`src/rtl/rpps_pkg.sv`:
```
package rpps_pkg;

   // ****************************************************************
   // Constants
   // ****************************************************************
   localparam logic [11:0] RPPS_PANEL_SAVE_ADDR  = 12'h000;
   localparam logic [11:0] RPPS_PANEL_START_ADDR = 12'hfff;
   localparam logic [11:0] RPPS_RESET_PC         = 12'hfff;
   localparam int          RPPS_INIT_CLOCKS      = 34;
   localparam logic [5:0]  RPPS_INIT_COUNT       = 6'h22;
   localparam int          RPPS_MIN_REQ_CLOCKS   = 58;
   localparam int          RPPS_WORST_STATES     = 28;
   localparam logic [2:0]  RPPS_STATE_LAST       = 3'h5;

   // ****************************************************************
   // Types
   // ****************************************************************
   typedef enum logic [2:0] {
      RPPS_SEQ_FETCH = 3'b000,
      RPPS_SEQ_HALT  = 3'b001,
      RPPS_SEQ_PANEL = 3'b010,
      RPPS_SEQ_DMA   = 3'b011,
      RPPS_SEQ_INT   = 3'b100,
      RPPS_SEQ_RESET = 3'b101
   } rpps_seq_t;

   typedef struct packed {
      logic input_timing_strobe;
      logic output_timing_strobe;
      logic select_timing_strobe;
   } rpps_strobe_t;

   typedef struct packed {
      logic panel_request_n;
      logic direct_access_request_n;
      logic peripheral_irq_request_n;
      logic run_halt_toggle_n;
      logic wait_n;
   } rpps_pins_t;

   // Instruction class decoded by the execution core.
   typedef struct packed {
      logic last_execute;
      logic exec_phase;
      logic indirect_mem_op;
      logic interrupt_on_instr;
      logic interrupt_off_instr;
      logic indirect_jump;
      logic mem_ref;
      logic io_read;
      logic io_write;
   } rpps_instr_t;

endpackage

```
`src/rtl/rpps_sequencer.sv`:
```
`timescale 1ns/100ps
module rpps_sequencer
   import rpps_pkg::*;
(
   input  wire logic         clk_sys_i,
   input  wire logic         reset_n_i,
   input  wire logic         clk_en_i,
   input  wire logic         cpu_reset_n_i,
   input  wire rpps_pins_t   pins_i,
   input  wire rpps_instr_t  instr_i,
   input  wire logic [11:0]  pc_i,
   input  wire logic [11:0]  bus_data_i,
   output logic [11:0]       muxed_data_address_bus_o,
   output logic [11:0]       muxed_data_address_bus_oe_o,
   output logic              panel_mem_select_n_o,
   output logic              user_mem_select_n_o,
   output rpps_strobe_t      strobe_o,
   output rpps_seq_t         next_seq_o,
   output logic [11:0]       load_pc_o,
   output logic              load_pc_valid_o,
   output logic [11:0]       save_addr_o,
   output logic              save_pc_o,
   output logic              clear_ac_link_o,
   output logic              run_o,
   output logic              panel_mode_o,
   output logic              int_enable_o,
   output logic              dma_grant_o,
   output logic              int_grant_o,
   output logic              stall_o
);

   // ****************************************************************
   // Input synchronisers
   // ****************************************************************
   logic [4:0] sync_a;
   logic [4:0] sync_b;
   logic [4:0] sync_c;
   logic [4:0] pin_q;
   logic       cpu_rst_a;
   logic       cpu_rst_b;
   logic       cpu_rst_c;
   logic       cpu_rst_q;

   // Three stages per pin; a change is accepted once the last two agree.
   always_ff @(posedge clk_sys_i) begin
      if (!reset_n_i) begin
         sync_a    <= 5'h1f;
         sync_b    <= 5'h1f;
         sync_c    <= 5'h1f;
         pin_q     <= 5'h1f;
         cpu_rst_a <= 1'b1;
         cpu_rst_b <= 1'b1;
         cpu_rst_c <= 1'b1;
         cpu_rst_q <= 1'b1;
      end else if (clk_en_i) begin
         sync_a    <= pins_i;
         sync_b    <= sync_a;
         sync_c    <= sync_b;
         cpu_rst_a <= cpu_reset_n_i;
         cpu_rst_b <= cpu_rst_a;
         cpu_rst_c <= cpu_rst_b;
         for (int i = 0; i < 5; i++) begin
            if (sync_b[i] == sync_c[i]) begin
               pin_q[i] <= sync_c[i];
            end
         end
         if (cpu_rst_b == cpu_rst_c) begin
            cpu_rst_q <= cpu_rst_c;
         end
      end
   end

   logic panel_req;
   logic dma_req;
   logic irq_req;
   logic toggle_n;
   logic wait_act;
   logic cpu_rst;
   assign panel_req = !pin_q[4];
   assign dma_req   = !pin_q[3];
   assign irq_req   = !pin_q[2];
   assign toggle_n  = pin_q[1];
   assign wait_act  = !pin_q[0];
   assign cpu_rst   = !cpu_rst_q;

   // ****************************************************************
   // Timing generator
   // ****************************************************************
   logic [5:0] init_cnt;
   logic       init_done;
   logic [2:0] minor_state;
   logic       wait_hold;

   // Wait on a read holds the read wait state, on a write the hold state.
   always_comb begin
      wait_hold = 1'b0;
      if (wait_act && instr_i.io_read && minor_state == 3'h1) begin
         wait_hold = 1'b1;
      end
      if (wait_act && instr_i.io_write && minor_state == RPPS_STATE_LAST) begin
         wait_hold = 1'b1;
      end
   end

   // The generator starts only after its initialisation count expires.
   always_ff @(posedge clk_sys_i) begin
      if (!reset_n_i) begin
         init_cnt    <= 6'h00;
         init_done   <= 1'b0;
         minor_state <= 3'h0;
      end else if (clk_en_i) begin
         if (!init_done) begin
            init_cnt <= init_cnt + 6'h01;
            if (init_cnt == RPPS_INIT_COUNT - 6'h01) begin
               init_done <= 1'b1;
            end
         end else if (!wait_hold) begin
            // Each state not held by wait costs exactly one whole clock; a held state lasts while wait stays active.
            minor_state <= (minor_state == RPPS_STATE_LAST) ? 3'h0 :
                           minor_state + 3'h1;
         end
      end
   end

   // Strobes keep running whatever the sequence, halt included.
   always_ff @(posedge clk_sys_i) begin
      if (!reset_n_i) begin
         strobe_o <= '0;
      end else if (clk_en_i) begin
         strobe_o.input_timing_strobe  <= init_done && minor_state == 3'h1;
         strobe_o.output_timing_strobe <= init_done && minor_state == 3'h4;
         strobe_o.select_timing_strobe <= init_done && minor_state == 3'h2;
      end
   end

   // ****************************************************************
   // Run flag
   // ****************************************************************
   logic toggle_prev;

   // Run flag flips on each rising edge; sampled reset forces halt.
   always_ff @(posedge clk_sys_i) begin
      if (!reset_n_i) begin
         toggle_prev <= 1'b1;
         run_o       <= 1'b0;
      end else if (clk_en_i) begin
         toggle_prev <= toggle_n;
         if (cpu_rst) begin
            run_o <= 1'b0;
         end else if (toggle_n && !toggle_prev) begin
            run_o <= !run_o;
         end
      end
   end

   // ****************************************************************
   // Priority network
   // ****************************************************************
   logic      sample;
   logic      masked;
   rpps_seq_t next_seq;
   assign sample = init_done && instr_i.last_execute && !wait_hold;
   assign masked = panel_mode_o;

   // Highest-priority action wins at each instruction boundary.
   always_comb begin
      next_seq = RPPS_SEQ_FETCH;
      if (cpu_rst) begin
         next_seq = RPPS_SEQ_RESET;
      end else if (panel_req && !panel_mode_o) begin
         next_seq = RPPS_SEQ_PANEL;
      end else if (!run_o) begin
         next_seq = RPPS_SEQ_HALT;
      end else if (dma_req && !masked) begin
         next_seq = RPPS_SEQ_DMA;
      end else if (irq_req && int_enable_o && !masked) begin
         next_seq = RPPS_SEQ_INT;
      end
   end

   // Sequence choice and the matching grant and load actions.
   always_ff @(posedge clk_sys_i) begin
      if (!reset_n_i) begin
         next_seq_o      <= RPPS_SEQ_HALT;
         load_pc_o       <= RPPS_RESET_PC;
         load_pc_valid_o <= 1'b0;
         save_addr_o     <= RPPS_PANEL_SAVE_ADDR;
         save_pc_o       <= 1'b0;
         clear_ac_link_o <= 1'b0;
         dma_grant_o     <= 1'b0;
         int_grant_o     <= 1'b0;
      end else if (clk_en_i) begin
         load_pc_valid_o <= 1'b0;
         save_pc_o       <= 1'b0;
         clear_ac_link_o <= 1'b0;
         if (dma_grant_o && !dma_req) begin
            dma_grant_o <= 1'b0;
         end
         if (instr_i.io_read || instr_i.io_write) begin
            int_grant_o <= 1'b0;
         end
         if (sample || cpu_rst) begin
            next_seq_o <= next_seq;
            case (next_seq)
               RPPS_SEQ_RESET: begin
                  load_pc_o       <= RPPS_RESET_PC;
                  load_pc_valid_o <= 1'b1;
                  clear_ac_link_o <= 1'b1;
               end
               RPPS_SEQ_PANEL: begin
                  save_addr_o     <= RPPS_PANEL_SAVE_ADDR;
                  save_pc_o       <= 1'b1;
                  load_pc_o       <= RPPS_PANEL_START_ADDR;
                  load_pc_valid_o <= 1'b1;
               end
               RPPS_SEQ_DMA: begin
                  dma_grant_o <= 1'b1;
               end
               RPPS_SEQ_INT: begin
                  save_addr_o     <= 12'h000;
                  save_pc_o       <= 1'b1;
                  load_pc_o       <= 12'h001;
                  load_pc_valid_o <= 1'b1;
                  int_grant_o     <= 1'b1;
               end
               default: begin
               end
            endcase
         end
      end
   end

   // ****************************************************************
   // Panel mode and interrupt enable
   // ****************************************************************
   logic exit_armed;

   // Panel mode lasts from grant until the jump that follows interrupt-on.
   always_ff @(posedge clk_sys_i) begin
      if (!reset_n_i) begin
         panel_mode_o <= 1'b0;
         exit_armed   <= 1'b0;
      end else if (clk_en_i) begin
         if (cpu_rst) begin
            panel_mode_o <= 1'b0;
            exit_armed   <= 1'b0;
         end else if (sample && next_seq == RPPS_SEQ_PANEL) begin
            panel_mode_o <= 1'b1;
            exit_armed   <= 1'b0;
         end else if (panel_mode_o && sample) begin
            if (exit_armed && instr_i.indirect_jump) begin
               panel_mode_o <= 1'b0;
               exit_armed   <= 1'b0;
            end else begin
               exit_armed <= instr_i.interrupt_on_instr;
            end
         end
      end
   end

   // Interrupt on and off leave the interrupt enable unchanged while in panel mode.
   always_ff @(posedge clk_sys_i) begin
      if (!reset_n_i) begin
         int_enable_o <= 1'b0;
      end else if (clk_en_i) begin
         if (cpu_rst || (sample && next_seq == RPPS_SEQ_INT)) begin
            int_enable_o <= 1'b0;
         end else if (!panel_mode_o && sample) begin
            if (instr_i.interrupt_on_instr) begin
               int_enable_o <= 1'b1;
            end else if (instr_i.interrupt_off_instr) begin
               int_enable_o <= 1'b0;
            end
         end
      end
   end

   // ****************************************************************
   // Memory selects and bus
   // ****************************************************************
   logic use_user;
   assign use_user = !panel_mode_o || (instr_i.exec_phase && instr_i.indirect_mem_op);

   // Selects stay high and the bus floats during reset or a DMA grant.
   always_ff @(posedge clk_sys_i) begin
      if (!reset_n_i) begin
         panel_mem_select_n_o        <= 1'b1;
         user_mem_select_n_o         <= 1'b1;
         muxed_data_address_bus_o    <= 12'h000;
         muxed_data_address_bus_oe_o <= 12'h000;
      end else if (clk_en_i) begin
         if (cpu_rst || dma_grant_o) begin
            panel_mem_select_n_o        <= 1'b1;
            user_mem_select_n_o         <= 1'b1;
            muxed_data_address_bus_oe_o <= 12'h000;
         end else begin
            panel_mem_select_n_o <= !(instr_i.mem_ref && !use_user);
            user_mem_select_n_o  <= !(instr_i.mem_ref && use_user);
            if (instr_i.io_write) begin
               // Write data stays driven through the stretched hold state.
               muxed_data_address_bus_o    <= bus_data_i;
               muxed_data_address_bus_oe_o <= 12'hfff;
            end else begin
               muxed_data_address_bus_o    <= pc_i;
               muxed_data_address_bus_oe_o <= instr_i.mem_ref ? 12'hfff : 12'h000;
            end
         end
      end
   end

   // Stall tells the core the timing generator is held or not started.
   always_ff @(posedge clk_sys_i) begin
      if (!reset_n_i) begin
         stall_o <= 1'b1;
      end else if (clk_en_i) begin
         stall_o <= !init_done || wait_hold;
      end
   end

endmodule

```
`config.mk`:
```
export PLATFORM = sky130hd
export DESIGN_NAME = rpps_sequencer
export DESIGN_NICKNAME = d
export VERILOG_FILES = /design/src/rtl/rpps_pkg.sv /design/src/rtl/rpps_sequencer.sv
export SDC_FILE = /design/constraint.sdc
export NUM_CORES = 1
export LEC_CHECK = 0
export ABC_AREA = 1
export BUFFER_PORTS_ARGS = -buffer_cell sky130_fd_sc_hd__buf_2
export CAP_MARGIN = 5
export CORE_UTILIZATION = 35
export DETAILED_ROUTE_END_ITERATION = 10
export HOLD_SLACK_MARGIN = 0.03
export SETUP_SLACK_MARGIN = 0.02
export SLEW_MARGIN = 25
export SYNTH_ARGS = -nofsm -noshare
export SYNTH_HDL_FRONTEND = slang
export SYNTH_SLANG_ARGS = --single-unit
```
`constraint.sdc`:
```
create_clock -name clk_sys_i -period 1.47 [get_ports clk_sys_i]
set_input_delay 0.294 -clock clk_sys_i [delete_from_list [all_inputs] [get_ports clk_sys_i]]
set_output_delay 0.294 -clock clk_sys_i [all_outputs]
set_load 0.05 [all_outputs]
```
Word level (Yosys, flattened, before mapping)
Index checks and enable logic that the tools add are counted.
Operators by class
  $add $sub $neg: 2
  multipliers: 0
  div/mod/pow operators: 0
  order comparisons: 0
  eq/ne operators: 18
  shift operators: 0
  muxes and demuxes: 43
  bitwise logic cells: 3
  reductions and logical operators: 63
Operators with widths (number)
  $mux W12: 4
  $mux W1: 32
  $pmux W12 S2: 1
  $logic_and A1 B1 Y1: 23
  $reduce_and A2 Y1: 11
  $mux W3: 6
  $logic_not A1 Y1: 13
  $eq A3 B3 Y1 const B: 4
  $reduce_and A3 Y1: 4
  $eq A3 B2 Y1 const B: 3
  $add A6 B1 Y6 const B: 1
  $eq A1 B1 Y1: 6
  $eq A6 B6 Y1 const B: 1
  $logic_or A1 B1 Y1: 6
  $ne A3 B1 Y1 const B: 2
  $reduce_bool A2 Y1: 2
  $reduce_or A2 Y1: 2
  $add A3 B1 Y3 const B: 1
  $eq A3 B1 Y1 const B: 1
  $not A1 Y1: 3
  $reduce_bool A3 Y1: 1
  $reduce_or A3 Y1: 1
  $ne A2 B1 Y1 const B: 1
Storage, ports and cells
  register bits after elaboration: 89
  latch bits: 0
  RAM bits: 0
  memory bits (read-only): 0
  bits of input ports: 42
  output and inout bits: 65
  word-level logic and storage cells: 164
  memories kept: 0

Logic depth before layout (Yosys ltp)
Gate-level depths: netlist of run 1.
  depth after elaboration: 13
  depth in mapped cells: 10
  gate-level depth less buffers: 10

Worst setup path before layout of run 1
OpenSTA, ideal clock, no wires.
  path type: register to register
  start point: reg panel_mode_o
  end point: reg int_enable_o
  setup time: 120 ps
  data arrival time: 1542 ps
  data required time: 1350 ps
  path slack: -192 ps
  stages on the path, launching flop included: 11
  buffers on the path: 1
  period minus slack after synthesis: 1662 ps
  path through: dfxtp_1 buf_2 nor2_1 nor2_1 nand4_1 nand2_1 nand2_1 nand2_1 nand2_1 nand2_1 a21oi_1
On the way
  word-level cells in the longest chain between the ends: 12
  elaborated cells on any way between the ends: 17
  classes of those cells: eq/ne (1); mux (6); reduce/logical (10)
Ends and longest elaborated chain
  from (decl): line rpps_sequencer.sv:25  | output logic panel_mode_o,
  from (signal assigned): line rpps_sequencer.sv:241  | panel_mode_o <= 1'b0;
  from (signal assigned): line rpps_sequencer.sv:245  | panel_mode_o <= 1'b0;
  from (signal assigned): line rpps_sequencer.sv:248  | panel_mode_o <= 1'b1;
  $logic_not A1 Y1 *
  $logic_and A1 B1 Y1: line rpps_sequencer.sv:176  | end else if (irq_req && int_enable_o && !masked) begin
  $mux W3: line rpps_sequencer.sv:176
  $mux W3: line rpps_sequencer.sv:174  | end else if (dma_req && !masked) begin
  $mux W3: line rpps_sequencer.sv:172  | end else if (!run_o) begin
  $mux W3: line rpps_sequencer.sv:170  | end else if (panel_req && !panel_mode_o) begin
  $mux W3: line rpps_sequencer.sv:168  | if (cpu_rst) begin
  $eq A3 B3 Y1: line rpps_sequencer.sv:266  | if (cpu_rst || (sample && next_seq == RPPS_SEQ_INT)) begin
  $logic_and A1 B1 Y1: line rpps_sequencer.sv:266
  $logic_or A1 B1 Y1: line rpps_sequencer.sv:266
  $reduce_bool A3 Y1 (no source line) or $reduce_bool A2 Y1 (tied branches)
  $reduce_and A3 Y1 (no source line)
  to (signal assigned): line rpps_sequencer.sv:264  | int_enable_o <= 1'b0;
  to (signal assigned): line rpps_sequencer.sv:267  | int_enable_o <= 1'b0;
  to (signal assigned): line rpps_sequencer.sv:270  | int_enable_o <= 1'b1;
  to (decl): line rpps_sequencer.sv:26  | output logic int_enable_o,
Mark *: on every way between the ends. The rest lies on a longest branch, timed or not.
A chain may end at the register's enable or synchronous reset.

Worst setup path in the final report of run 1
  start point: reg minor_state[0]
  end point: reg save_pc_o
On the way
  word-level cells in the longest chain between the ends: 8
  elaborated cells on any way between the ends: 10
  classes of those cells: eq/ne (2); mux (3); reduce/logical (5)
Ends and longest elaborated chain
  from (decl): line rpps_sequencer.sv:91  | logic [2:0] minor_state;
  from (signal assigned): line rpps_sequencer.sv:119  | minor_state <= (minor_state == RPPS_STATE_LAST) ? 3'h0 :
  $eq A3 B1 Y1: line rpps_sequencer.sv:97  | if (wait_act && instr_i.io_read && minor_state == 3'h1) begin
  $logic_and A1 B1 Y1: line rpps_sequencer.sv:97
  $mux W1: line rpps_sequencer.sv:97
  $mux W1 *: line rpps_sequencer.sv:100  | if (wait_act && instr_i.io_write && minor_state == RPPS_STATE_LAST) begin
  $logic_not A1 Y1 *: line rpps_sequencer.sv:162  | assign sample = init_done && instr_i.last_execute && !wait_hold;
  $logic_and A1 B1 Y1 *: line rpps_sequencer.sv:162
  $logic_or A1 B1 Y1 *: line rpps_sequencer.sv:202  | if (sample || cpu_rst) begin
  $mux W1 *: line rpps_sequencer.sv:202
  to (signal assigned): line rpps_sequencer.sv:194  | save_pc_o <= 1'b0;
  to (signal assigned): line rpps_sequencer.sv:212  | save_pc_o <= 1'b1;
  to (signal assigned): line rpps_sequencer.sv:221  | save_pc_o <= 1'b1;
  to (decl): line rpps_sequencer.sv:22  | output logic save_pc_o,
Marks and branches as above.

==> results.tsv, run 1 <==
stage	metric	value	unit
floorplanning	die area	0.00895	mm2
setup_path	FF-to-FF path depth	9	
setup_path	Worst EP required	1.69	ns
setup_path	WP data arrival	1.59	ns
clocking	clock buffer depth	2	
drt	DR vias/cell	4.77	
job	max cap viols	0	
clocking	CTS H-tree depth	3	
pwr	Seq pwr share	45.8	%
drt	DRT antenna net count	0	
global_route	largest net degree at the start of global routing	28	
synth	Synth Register Bits	67	
pwr	Power Density	1130	mW/mm2
sta	clock skew	0.00606	ns
synth	Yosys cell types	30	
finish	Layout Nets	525	
outcome	status	completed	
floorplanning	Initial Util	36.3	%
finish	layout cells sized above 1	31.7	%
setup_path	crit path max fanout	5	
synth	Seq/Total Area, Yosys	44.7	%
min_path	class of the worst hold path	input pin to register	
floorplanning	Core ar.	0.00826	mm2
pwr	Worst VDD drop	0.450	mV
synth	Area contributors post-synth	dfxtp_1, nand2_1, buf_4	
clocking	CTS Buf Count	9	
setup_path	Reg2Reg Launch Point	minor_state[0]	
min_path	Hold Crit Depth	3	
synth	share of the synthesized area in the top cell type	44.7	%
clocking	Clock Sinks	67	
setup_path	CP max stage delay	0.36	ns
sta	setup TNS	0	ns
sta	final hold vios	0	
sta	Slew Limit Fails	0	
pwr	Leakage Power	1.74	nW
clocking	CTS tree	done	
setup_path	CP endpoint kind	register	
global_route	GRT overflow	0	
pwr	internal power	3.00	mW
global_route	vias in the first global route	2568	
setup_path	critical path class	register to register	
pwr	Psw	1.24	mW
drt	Initial DRT Pass Iterations	4	
pwr	part of the power in the clock network	38.9	%
finish	antenna cell count	0	
drt	detailed-route via count	2820	
sta	# setup viols final	0	
setup_path	CP cell instances	inv_2 > nor2_4 > nand3_4 > nand3_4 > nand2_2 > nand2_2 > inv_1 > o211ai_1 > a21oi_1	
floorplanning	row cnt	33	
setup_path	worst reg2reg setup slack	0.10	ns
drt	wire per inst	11.4	um
floorplanning	I/O Pins	107	
drt	number of DRC markers in iteration 0	54	
sta	RSZ-0062 raised after global routing	true	
placement	gpl congestion	0.831	
clocking	Clock Root Buffer	clkbuf_8	
synth	synthesized area	0.00300	mm2
setup_path	startpoint types	register	
placement	PortBufs	93	
sta	Highest Clock Rate	0.732	GHz
placement	post-DP HPWL	4820	um
synth	average size of a mapped cell	7.45	um2
synth	Synth Warn #	0	
sta	Tcrit/Tclk final	92.9	%
pwr	Comb pwr share	15.3	%
min_path	min-delay src	cpu_reset_n_i	
synth	Syn Inst Count	403	
clocking	Clock Latency Late Sink	0.34	ns
setup_path	worst r2r dst	save_pc_o	
floorplanning	Die H	94.6	um
global_route	first-pass GRT wire length	11300	um
setup_path	Slowest cell on crit path	dfxtp_2	
global_route	initial antenna violation count	0	
global_route	GR Util All Layers	16.0	%
sta	Tmin final	1.37	ns
floorplanning	Die Wd	94.6	um
drt	final WL	6750	um
synth	cell taking the most area after synthesis	dfxtp_1	
min_path	Hold EP	cpu_rst_a	
pwr	PnR Total Power	4.23	mW
clocking	Clk pin slew, worst setup/hold paths	0.07	ns
finish	area grow syn2layout	24.8	%
drt	DRC violations left	0	
pwr	Sw Share	29.2	%
[cell families (layout without fill, tap and decap cells)]
| family | count (synthesis) | in the layout | share of synthesized area (%) |
|---|---|---|---|
| simple gates | 186 | 186 | 27.1 |
| flops | 67 | 67 | 44.7 |
| fa+ha+maj | 2 | 2 | 0.834 |
| other cells | 2 | 13 | 0.250 |
| buf+inv | 73 | 145 | 13.6 |
| compound gates | 73 | 73 | 13.5 |
[cells in the final DEF (no fill, tap or decap), drive strengths merged]
master    synthesis  routed
clkbuf           13      13
clkinvlp          0       2
o21ai            27      27
dfxtp            67      67
nor4              1       1
a31oi            12      12
nand4             7       7
nand3            33      33
nor3              5       5
nand2           108     108
conb              2      13
inv              20      20
buf              39     106
o211ai            9       9
clkinv            1       3
and2              1       1
ha                2       2
o22ai             1       1
bufinv            0       1
a21oi            24      24
nor2             30      30
and3              1       1
[registers in the layout, indices dropped and copies added, names as in the netlist, 3 cells and up]
register                  flops
next_seq_o                    3
muxed_data_address_bus_o     12
sync_a                        5
init_cnt                      6
pin_q                         5
sync_c                        5
minor_state                   3
strobe_o                      3
sync_b                        5
[synthesized netlist by cell type]
cell type and instances:
nor2_1 28, inv_2 3, a31oi_1 12, nor3_4 1, nor4_1 1, and2_1 1
buf_4 35, nor2_4 1, nor3_2 1, nand4_1 7, o22ai_1 1, buf_1 1
conb_1 2, nand3_1 30, and3_1 1, buf_2 3, o21ai_1 8, o211ai_1 9
o21ai_0 19, nand3_2 3, nand2_2 1, clkinv_1 1, nor2_2 1, a21oi_1 24
nand2_1 107, ha_1 2, clkbuf_1 13, nor3_1 3, inv_1 17, dfxtp_1 67
[worst max path at each step]
stage	slack, ns	startpoint	depth (start not counted)	endpoint
final	0.10	minor_state[0]	9	save_pc_o
after global routing	-0.004	pin_q[0]	9	load_pc_o[10]
after CTS	0.01	muxed_data_address_bus_oe_o[10]	1	muxed_data_address_bus_oe_o[3]
after detailed placement	0.07	minor_state[0]	9	load_pc_valid_o
after global placement	0.10	clk_en_i	6	strobe_o[0]
after floorplan	0.04	int_enable_o	9	int_enable_o
[critical path, delay by kind of cell, from the launching register on]
| kind | cells | cell delay [ns] |
|---|---|---|
| AO/OA/AOI/OAI | 2 | 0.18 |
| buffers and inverters | 2 | 0.15 |
| flip-flops | 1 | 0.36 |
| AND/OR/NAND/NOR | 5 | 0.56 |
[layer usage]
metal | up-vias | routed length, um | GRT usage, %
li1 | 1448 | - | -
met1 | 1270 | 3310 | 20.7
met2 | 91 | 2940 | 25.3
met3 | 11 | 378 | 3.22
met4 | 0 | 117 | 7.83
met5 | - | 0 | 0
[power groups by stage]
stage	sequential (mW)	clock, mW	combinational (mW)
detailed placement	1.98	0	0.647
finish	1.94	1.65	0.648
CTS	1.94	1.69	0.647
global placement	1.98	0	0.642
global route	1.95	1.76	0.707
floorplan	2.09	0	0.408
[what timing repair did]
item	4_1_cts	5_1_grt
gates resized for setup	0	24
hold buffers	0	0
hold endpoints to repair	0	0
setup buffers	0	2
setup endpoints to repair	23	34
pin swaps	0	8
[layout make-up]
type / instances / area (um2)
clock buffer: 11 / 163
clock inverter: 5 / 58.8
fill: 863 / 4510
inverter: 21 / 78.8
multi-input combinational: 274 / 1350
sequential: 67 / 1350
tap: 105 / 131
timing repair buffer: 108 / 608
[through the flow]
stage	setup slack [ns]	hold slack (ns)	utilization, %	area, um2	std cells
after floorplan	0.0425	0.420	-	3050	414
after global placement	0.101	0.440	41.6	3440	573
after detailed placement	0.0712	0.444	41.6	3440	573
after CTS	0.0102	0.146	44.3	3660	589
after global routing	-0.00415	0.162	45.4	3750	591
final	0.104	0.160	45.4	3750	591
Note: power is estimated with default switching activity, not from simulation.
==> run 2: changes to the inputs <==
--- a/config.mk
+++ b/config.mk
@@ -8,6 +8,7 @@
 export ABC_AREA = 1
 export BUFFER_PORTS_ARGS = -buffer_cell sky130_fd_sc_hd__buf_2
 export CAP_MARGIN = 5
+export CORE_MARGIN = 2
 export CORE_UTILIZATION = 35
 export DETAILED_ROUTE_END_ITERATION = 10
 export HOLD_SLACK_MARGIN = 0.03
==> results.tsv, run 2 (synthesized netlist as in run 1, its figures left out) <==
stage	metric	value	unit
placement	PortBufs	93	
floorplanning	Initial Util	36.3	%
drt	DRC violations left	0	
min_path	Hold Crit Depth	3	
setup_path	startpoint types	register	
sta	final hold vios	0	
placement	post-DP HPWL	5060	um
setup_path	worst r2r dst	next_seq_o[2]	
clocking	Clock Latency Late Sink	0.34	ns
finish	fillers	873	
placement	gpl congestion	0.872	
clocking	Clk pin slew, worst setup/hold paths	0.07	ns
sta	Highest Clock Rate	0.702	GHz
global_route	largest net degree at the start of global routing	37	
finish	Layout Utilization	45.5	%
clocking	Clock Root Buffer	clkbuf_8	
global_route	GR Util All Layers	15.5	%
min_path	Hold EP	sync_a[1]	
finish	commonest non-fill, non-tap cell in the layout	nand2_1	
finish	area taken by multi-input logic gates	0.00135	mm2
setup_path	Crit path max-delay family	flip-flops	
floorplanning	die area	0.00933	mm2
finish	Layout Nets	528	
setup_path	Worst EP required	1.18	ns
drt	wire per inst	12.0	um
sta	RSZ-0062 raised after global routing	false	
global_route	initial antenna violation count	0	
pwr	Power Density	1090	mW/mm2
floorplanning	Die Wd	96.6	um
setup_path	CP cell instances	clkbuf_4	
setup_path	FF-to-FF path depth	9	
pwr	Worst VDD drop	0.479	mV
sta	setup TNS	0	ns
setup_path	Crit path buffers/inverters	1	
finish	Most flops, register	muxed_data_address_bus_o	
sta	Tmin final	1.42	ns
drt	Initial DRT Pass Iterations	4	
sta	Slew Limit Fails	0	
placement	Placement Setup Slack	0.0520	ns
drt	DRT antenna net count	0	
drt	detailed-route via count	2828	
finish	largest registers	muxed_data_address_bus_o: 12 flops, init_cnt: 6 flops	
drt	DR vias/cell	4.76	
setup_path	WP data arrival	1.13	ns
sta	# setup viols final	0	
setup_path	critical path class	register to primary output	
drt	final WL	7150	um
outcome	status	completed	
setup_path	Slowest cell on crit path	dfxtp_1	
floorplanning	Core ar.	0.00826	mm2
finish	Seq. cell area	0.00135	mm2
setup_path	crit path max fanout	3	
finish	area grow syn2layout	25.1	%
pwr	Leakage Power	1.75	nW
clocking	clock buffer depth	2	
global_route	vias in the first global route	2477	
finish	Largest register FFs	12	
clocking	CTS tree	done	
clocking	CTS Buf Count	9	
job	max cap viols	0	
min_path	min-delay src	pins_i[1]	
sta	clock skew	0.00633	ns
min_path	class of the worst hold path	input pin to register	
placement	placed cell areas	0.00345	mm2
setup_path	CP endpoint kind	primary output	
setup_path	CP max stage delay	0.49	ns
global_route	first-pass GRT wire length	11800	um
sta	setup slack after layout	0.0453	ns
finish	antenna cell count	0	
floorplanning	Die H	96.6	um
clocking	CTS H-tree depth	3	
finish	layout cells sized above 1	32.1	%
drt	number of DRC markers in iteration 0	108	
floorplanning	I/O Pins	107	
sta	Tcrit/Tclk final	96.9	%
clocking	Clock Sinks	67	
setup_path	worst reg2reg setup slack	0.13	ns
global_route	GRT overflow	0	
setup_path	Reg2Reg Launch Point	minor_state[0]	
floorplanning	row cnt	33	
finish	most frequent cells in the layout	nand2_1, buf_2, dfxtp_1	
pwr	PnR Total Power	4.10	mW
finish	Design Area, Final	0.00375	mm2
==> run 2: cell count changes in the layout (fill, tap and decap cells not counted), moves of 2 or more <==
cell / before / now
a21oi_2: 2 / 0
buf_2: 91 / 89
clkinv_2: 1 / 3
clkbuf_4: 2 / 4
a21oi_1: 22 / 24
buf_4: 13 / 15
==> run 2: metal layers <==
layer / vias to the layer above / share of wire (%) / GRT usage, %
met2: 103 / 42 / 22.5
met4: 0 / 1.5 / 4.55
li1: 1451 / - / -
met1: 1262 / 48 / 20.8
met5: - / 0 / 0
met3: 12 / 8.5 / 6.65
==> run 2: per-stage QoR <==
stage,std cells,hold WS [ns]
after detailed placement,573,0.443
after global routing,594,0.134
final,594,0.156
after CTS,589,0.141
after floorplan,414,0.420
after global placement,573,0.438
==> run 2: how the worst max path moves through the flow <==
| stage | from | slack (ns) | endpoint | cells after the start |
|---|---|---|---|---|
| 2_1_floorplan | int_enable_o | 0.04 | int_enable_o | 9 |
| 3_3_place_gp | clk_en_i | 0.09 | strobe_o[0] | 6 |
| 3_5_place_dp | minor_state[0] | 0.05 | next_seq_o[2] | 9 |
| 4_1_cts | muxed_data_address_bus_oe_o[10] | -0.001 | muxed_data_address_bus_oe_o[10] | 1 |
| 5_1_grt | minor_state[0] | 0.01 | panel_mode_o | 8 |
| 6_report | dma_grant_o | 0.05 | dma_grant_o | 1 |
==> run 2: area by class of cell <==
type	instances	share of cell area, %
sequential	67	36.1
multi-input combinational	274	35.9
timing repair buffer	111	17.3
clock buffer	11	3.77
tap	105	3.50
inverter	21	2.10
clock inverter	5	1.40
==> run 2: timing repair <==
| action | CTS | global route |
|---|---|---|
| endpoints found under the setup margin | 24 | 40 |
| hold buffers | 0 | 0 |
| gates resized for setup | 1 | 26 |
| setup buffers | 0 | 5 |
| cloned | 0 | 0 |
| pin swaps | 0 | 6 |
==> run 2: report_power, final <==
group	total [mW]	switching, mW	internal [mW]
clock network	1.50	0.683	0.821
registers	1.94	0.0465	1.89
logic	0.660	0.478	0.181
total	4.10	1.21	2.89
==> run 3: changes to the inputs <==
==> constraint.sdc (replaced) <==
create_clock -name clk_sys_i -period 1.7 [get_ports clk_sys_i]
set_input_delay 0.34 -clock clk_sys_i [delete_from_list [all_inputs] [get_ports clk_sys_i]]
set_output_delay 0.34 -clock clk_sys_i [all_outputs]
set_load 0.05 [all_outputs]
==> results.tsv, run 3 (synthesized netlist as in run 1, its figures left out) <==
stage	metric	value	unit
finish	layout cells sized above 1	27.3	%
sta	Highest Clock Rate	0.649	GHz
drt	number of DRC markers in iteration 0	143	
placement	PortBufs	93	
finish	commonest non-fill, non-tap cell in the layout	nand2_1	
drt	detailed-route via count	2744	
setup_path	Worst EP required	1.36	ns
clocking	postcts setup bufs	0	
clocking	CTS resizes	0	
finish	Layout Nets	522	
setup_path	FF-to-FF path depth	9	
pwr	PnR Total Power	3.66	mW
sta	setup TNS	0	ns
clocking	Clock Sinks	67	
pwr	Worst VDD drop	0.487	mV
setup_path	CP endpoint kind	primary output	
finish	area grow syn2layout	21.3	%
setup_path	worst r2r dst	next_seq_o[2]	
setup_path	worst reg2reg setup slack	0.26	ns
pwr	Power Density	1010	mW/mm2
floorplanning	row cnt	33	
finish	Most flops, register	muxed_data_address_bus_o	
sta	Slew Limit Fails	0	
floorplanning	die area	0.00933	mm2
global_route	largest net degree at the start of global routing	28	
clocking	Clock Root Buffer	clkbuf_8	
setup_path	Reg2Reg Launch Point	minor_state[0]	
drt	DRC violations left	0	
setup_path	critical path class	register to primary output	
sta	clock skew	0.00554	ns
setup_path	crit path max fanout	6	
sta	Tmin final	1.54	ns
drt	wire per inst	11.5	um
placement	gpl congestion	0.831	
outcome	status	completed	
sta	RSZ-0062 raised after global routing	false	
drt	Initial DRT Pass Iterations	4	
setup_path	WP data arrival	1.20	ns
floorplanning	Core ar.	0.00826	mm2
placement	Placed Instances	572	
clocking	CTS Buf Count	9	
placement	post-DP HPWL	4920	um
setup_path	crit path launch	panel_mode_o	
finish	Largest register FFs	12	
clocking	CTS tree	done	
finish	Design Area, Final	0.00364	mm2
global_route	first-pass GRT wire length	11400	um
clocking	clock buffer depth	2	
global_route	GRT overflow	0	
pwr	Leakage Power	1.72	nW
clocking	hold_buf cts	0	
global_route	GR Util All Layers	14.7	%
global_route	vias in the first global route	2458	
drt	DRT antenna net count	0	
clocking	CTS H-tree depth	3	
clocking	Clock Latency Late Sink	0.34	ns
setup_path	Critical Path End	panel_mode_o	
drt	final WL	6740	um
sta	# setup viols final	0	
finish	most frequent cells in the layout	nand2_1, buf_2, dfxtp_1	
clocking	Clk pin slew, worst setup/hold paths	0.07	ns
placement	placed cell areas	0.00342	mm2
global_route	initial antenna violation count	0	
finish	antenna cell count	0	
floorplanning	Initial Util	36.3	%
setup_path	startpoint types	register	
finish	Final Instance Count excl. Fillers	588	
floorplanning	I/O Pins	107	
finish	largest registers	muxed_data_address_bus_o: 12 flops, init_cnt: 6 flops	
drt	DR vias/cell	4.67	
floorplanning	Die Wd	96.6	um
job	max cap viols	0	
floorplanning	Die H	96.6	um
sta	final hold vios	0	
sta	Tcrit/Tclk final	90.6	%
min_path	class of the worst hold path	input pin to register	
==> run 3: changes by cell type in the layout (fill, tap and decap cells not counted), moves of 3 or more <==
cell | before | now
buf_2 | 89 | 93
buf_4 | 15 | 10
clkbuf_4 | 4 | 0
dfxtp_1 | 59 | 67
dfxtp_2 | 7 | 0
inv_1 | 14 | 17
inv_2 | 6 | 3
nand2_1 | 102 | 107
nand2_2 | 6 | 1
nand3_4 | 3 | 0
==> run 3: cell type report <==
| type | instances | area [um2] |
|---|---|---|
| inverters | 21 | 78.8 |
| fillers | 851 | 4620 |
| clock inverters | 7 | 92.6 |
| clock buffers | 9 | 124 |
| repair buffers | 105 | 581 |
| flip-flops and latches | 67 | 1340 |
| well taps | 105 | 131 |
| multi-input cells | 274 | 1290 |
==> run 3: how the worst min path moves through the flow <==
stage	slack, ns	start	end	cells past startpoint
final	0.21	pins_i[1]	sync_a[1]	3
after global routing	0.21	pins_i[3]	sync_a[3]	3
after CTS	0.19	pins_i[1]	sync_a[1]	3
after detailed placement	0.44	sync_a[4]	sync_a[4]	2
after global placement	0.44	sync_b[3]	sync_b[3]	2
after floorplan	0.43	sync_a[1]	sync_a[1]	2
==> run 3: where the power goes <==
part	switching (mW)	leakage, nW	internal (mW)	total [mW]
Sequential	0.0401	0.549	1.64	1.68
Clock	0.604	0.113	0.822	1.43
Combinational	0.407	1.05	0.149	0.556
Total	1.05	1.72	2.61	3.66
==> run 3: critical path: stages (launching register included) <==
cell and delay [ns]:
dfxtp_1 0.44, buf_4 0.17, buf_2 0.26
==> run 3: per-stage QoR <==
stage / setup slack [ns] / utilization, % / hold slack [ns]
finish: 0.159 / 44.1 / 0.207
global route: 0.0464 / 44.1 / 0.208
CTS: 0.149 / 44.1 / 0.191
detailed placement: 0.287 / 41.5 / 0.443
global placement: 0.299 / 41.5 / 0.438
floorplan: 0.0385 / - / 0.429
==> run 3: metal layers <==
metal	part of all wire, %	global-route usage, %
met5	0	0
met4	1.6	5.53
met3	7.5	4.62
met2	42	21.7
met1	49	20.0
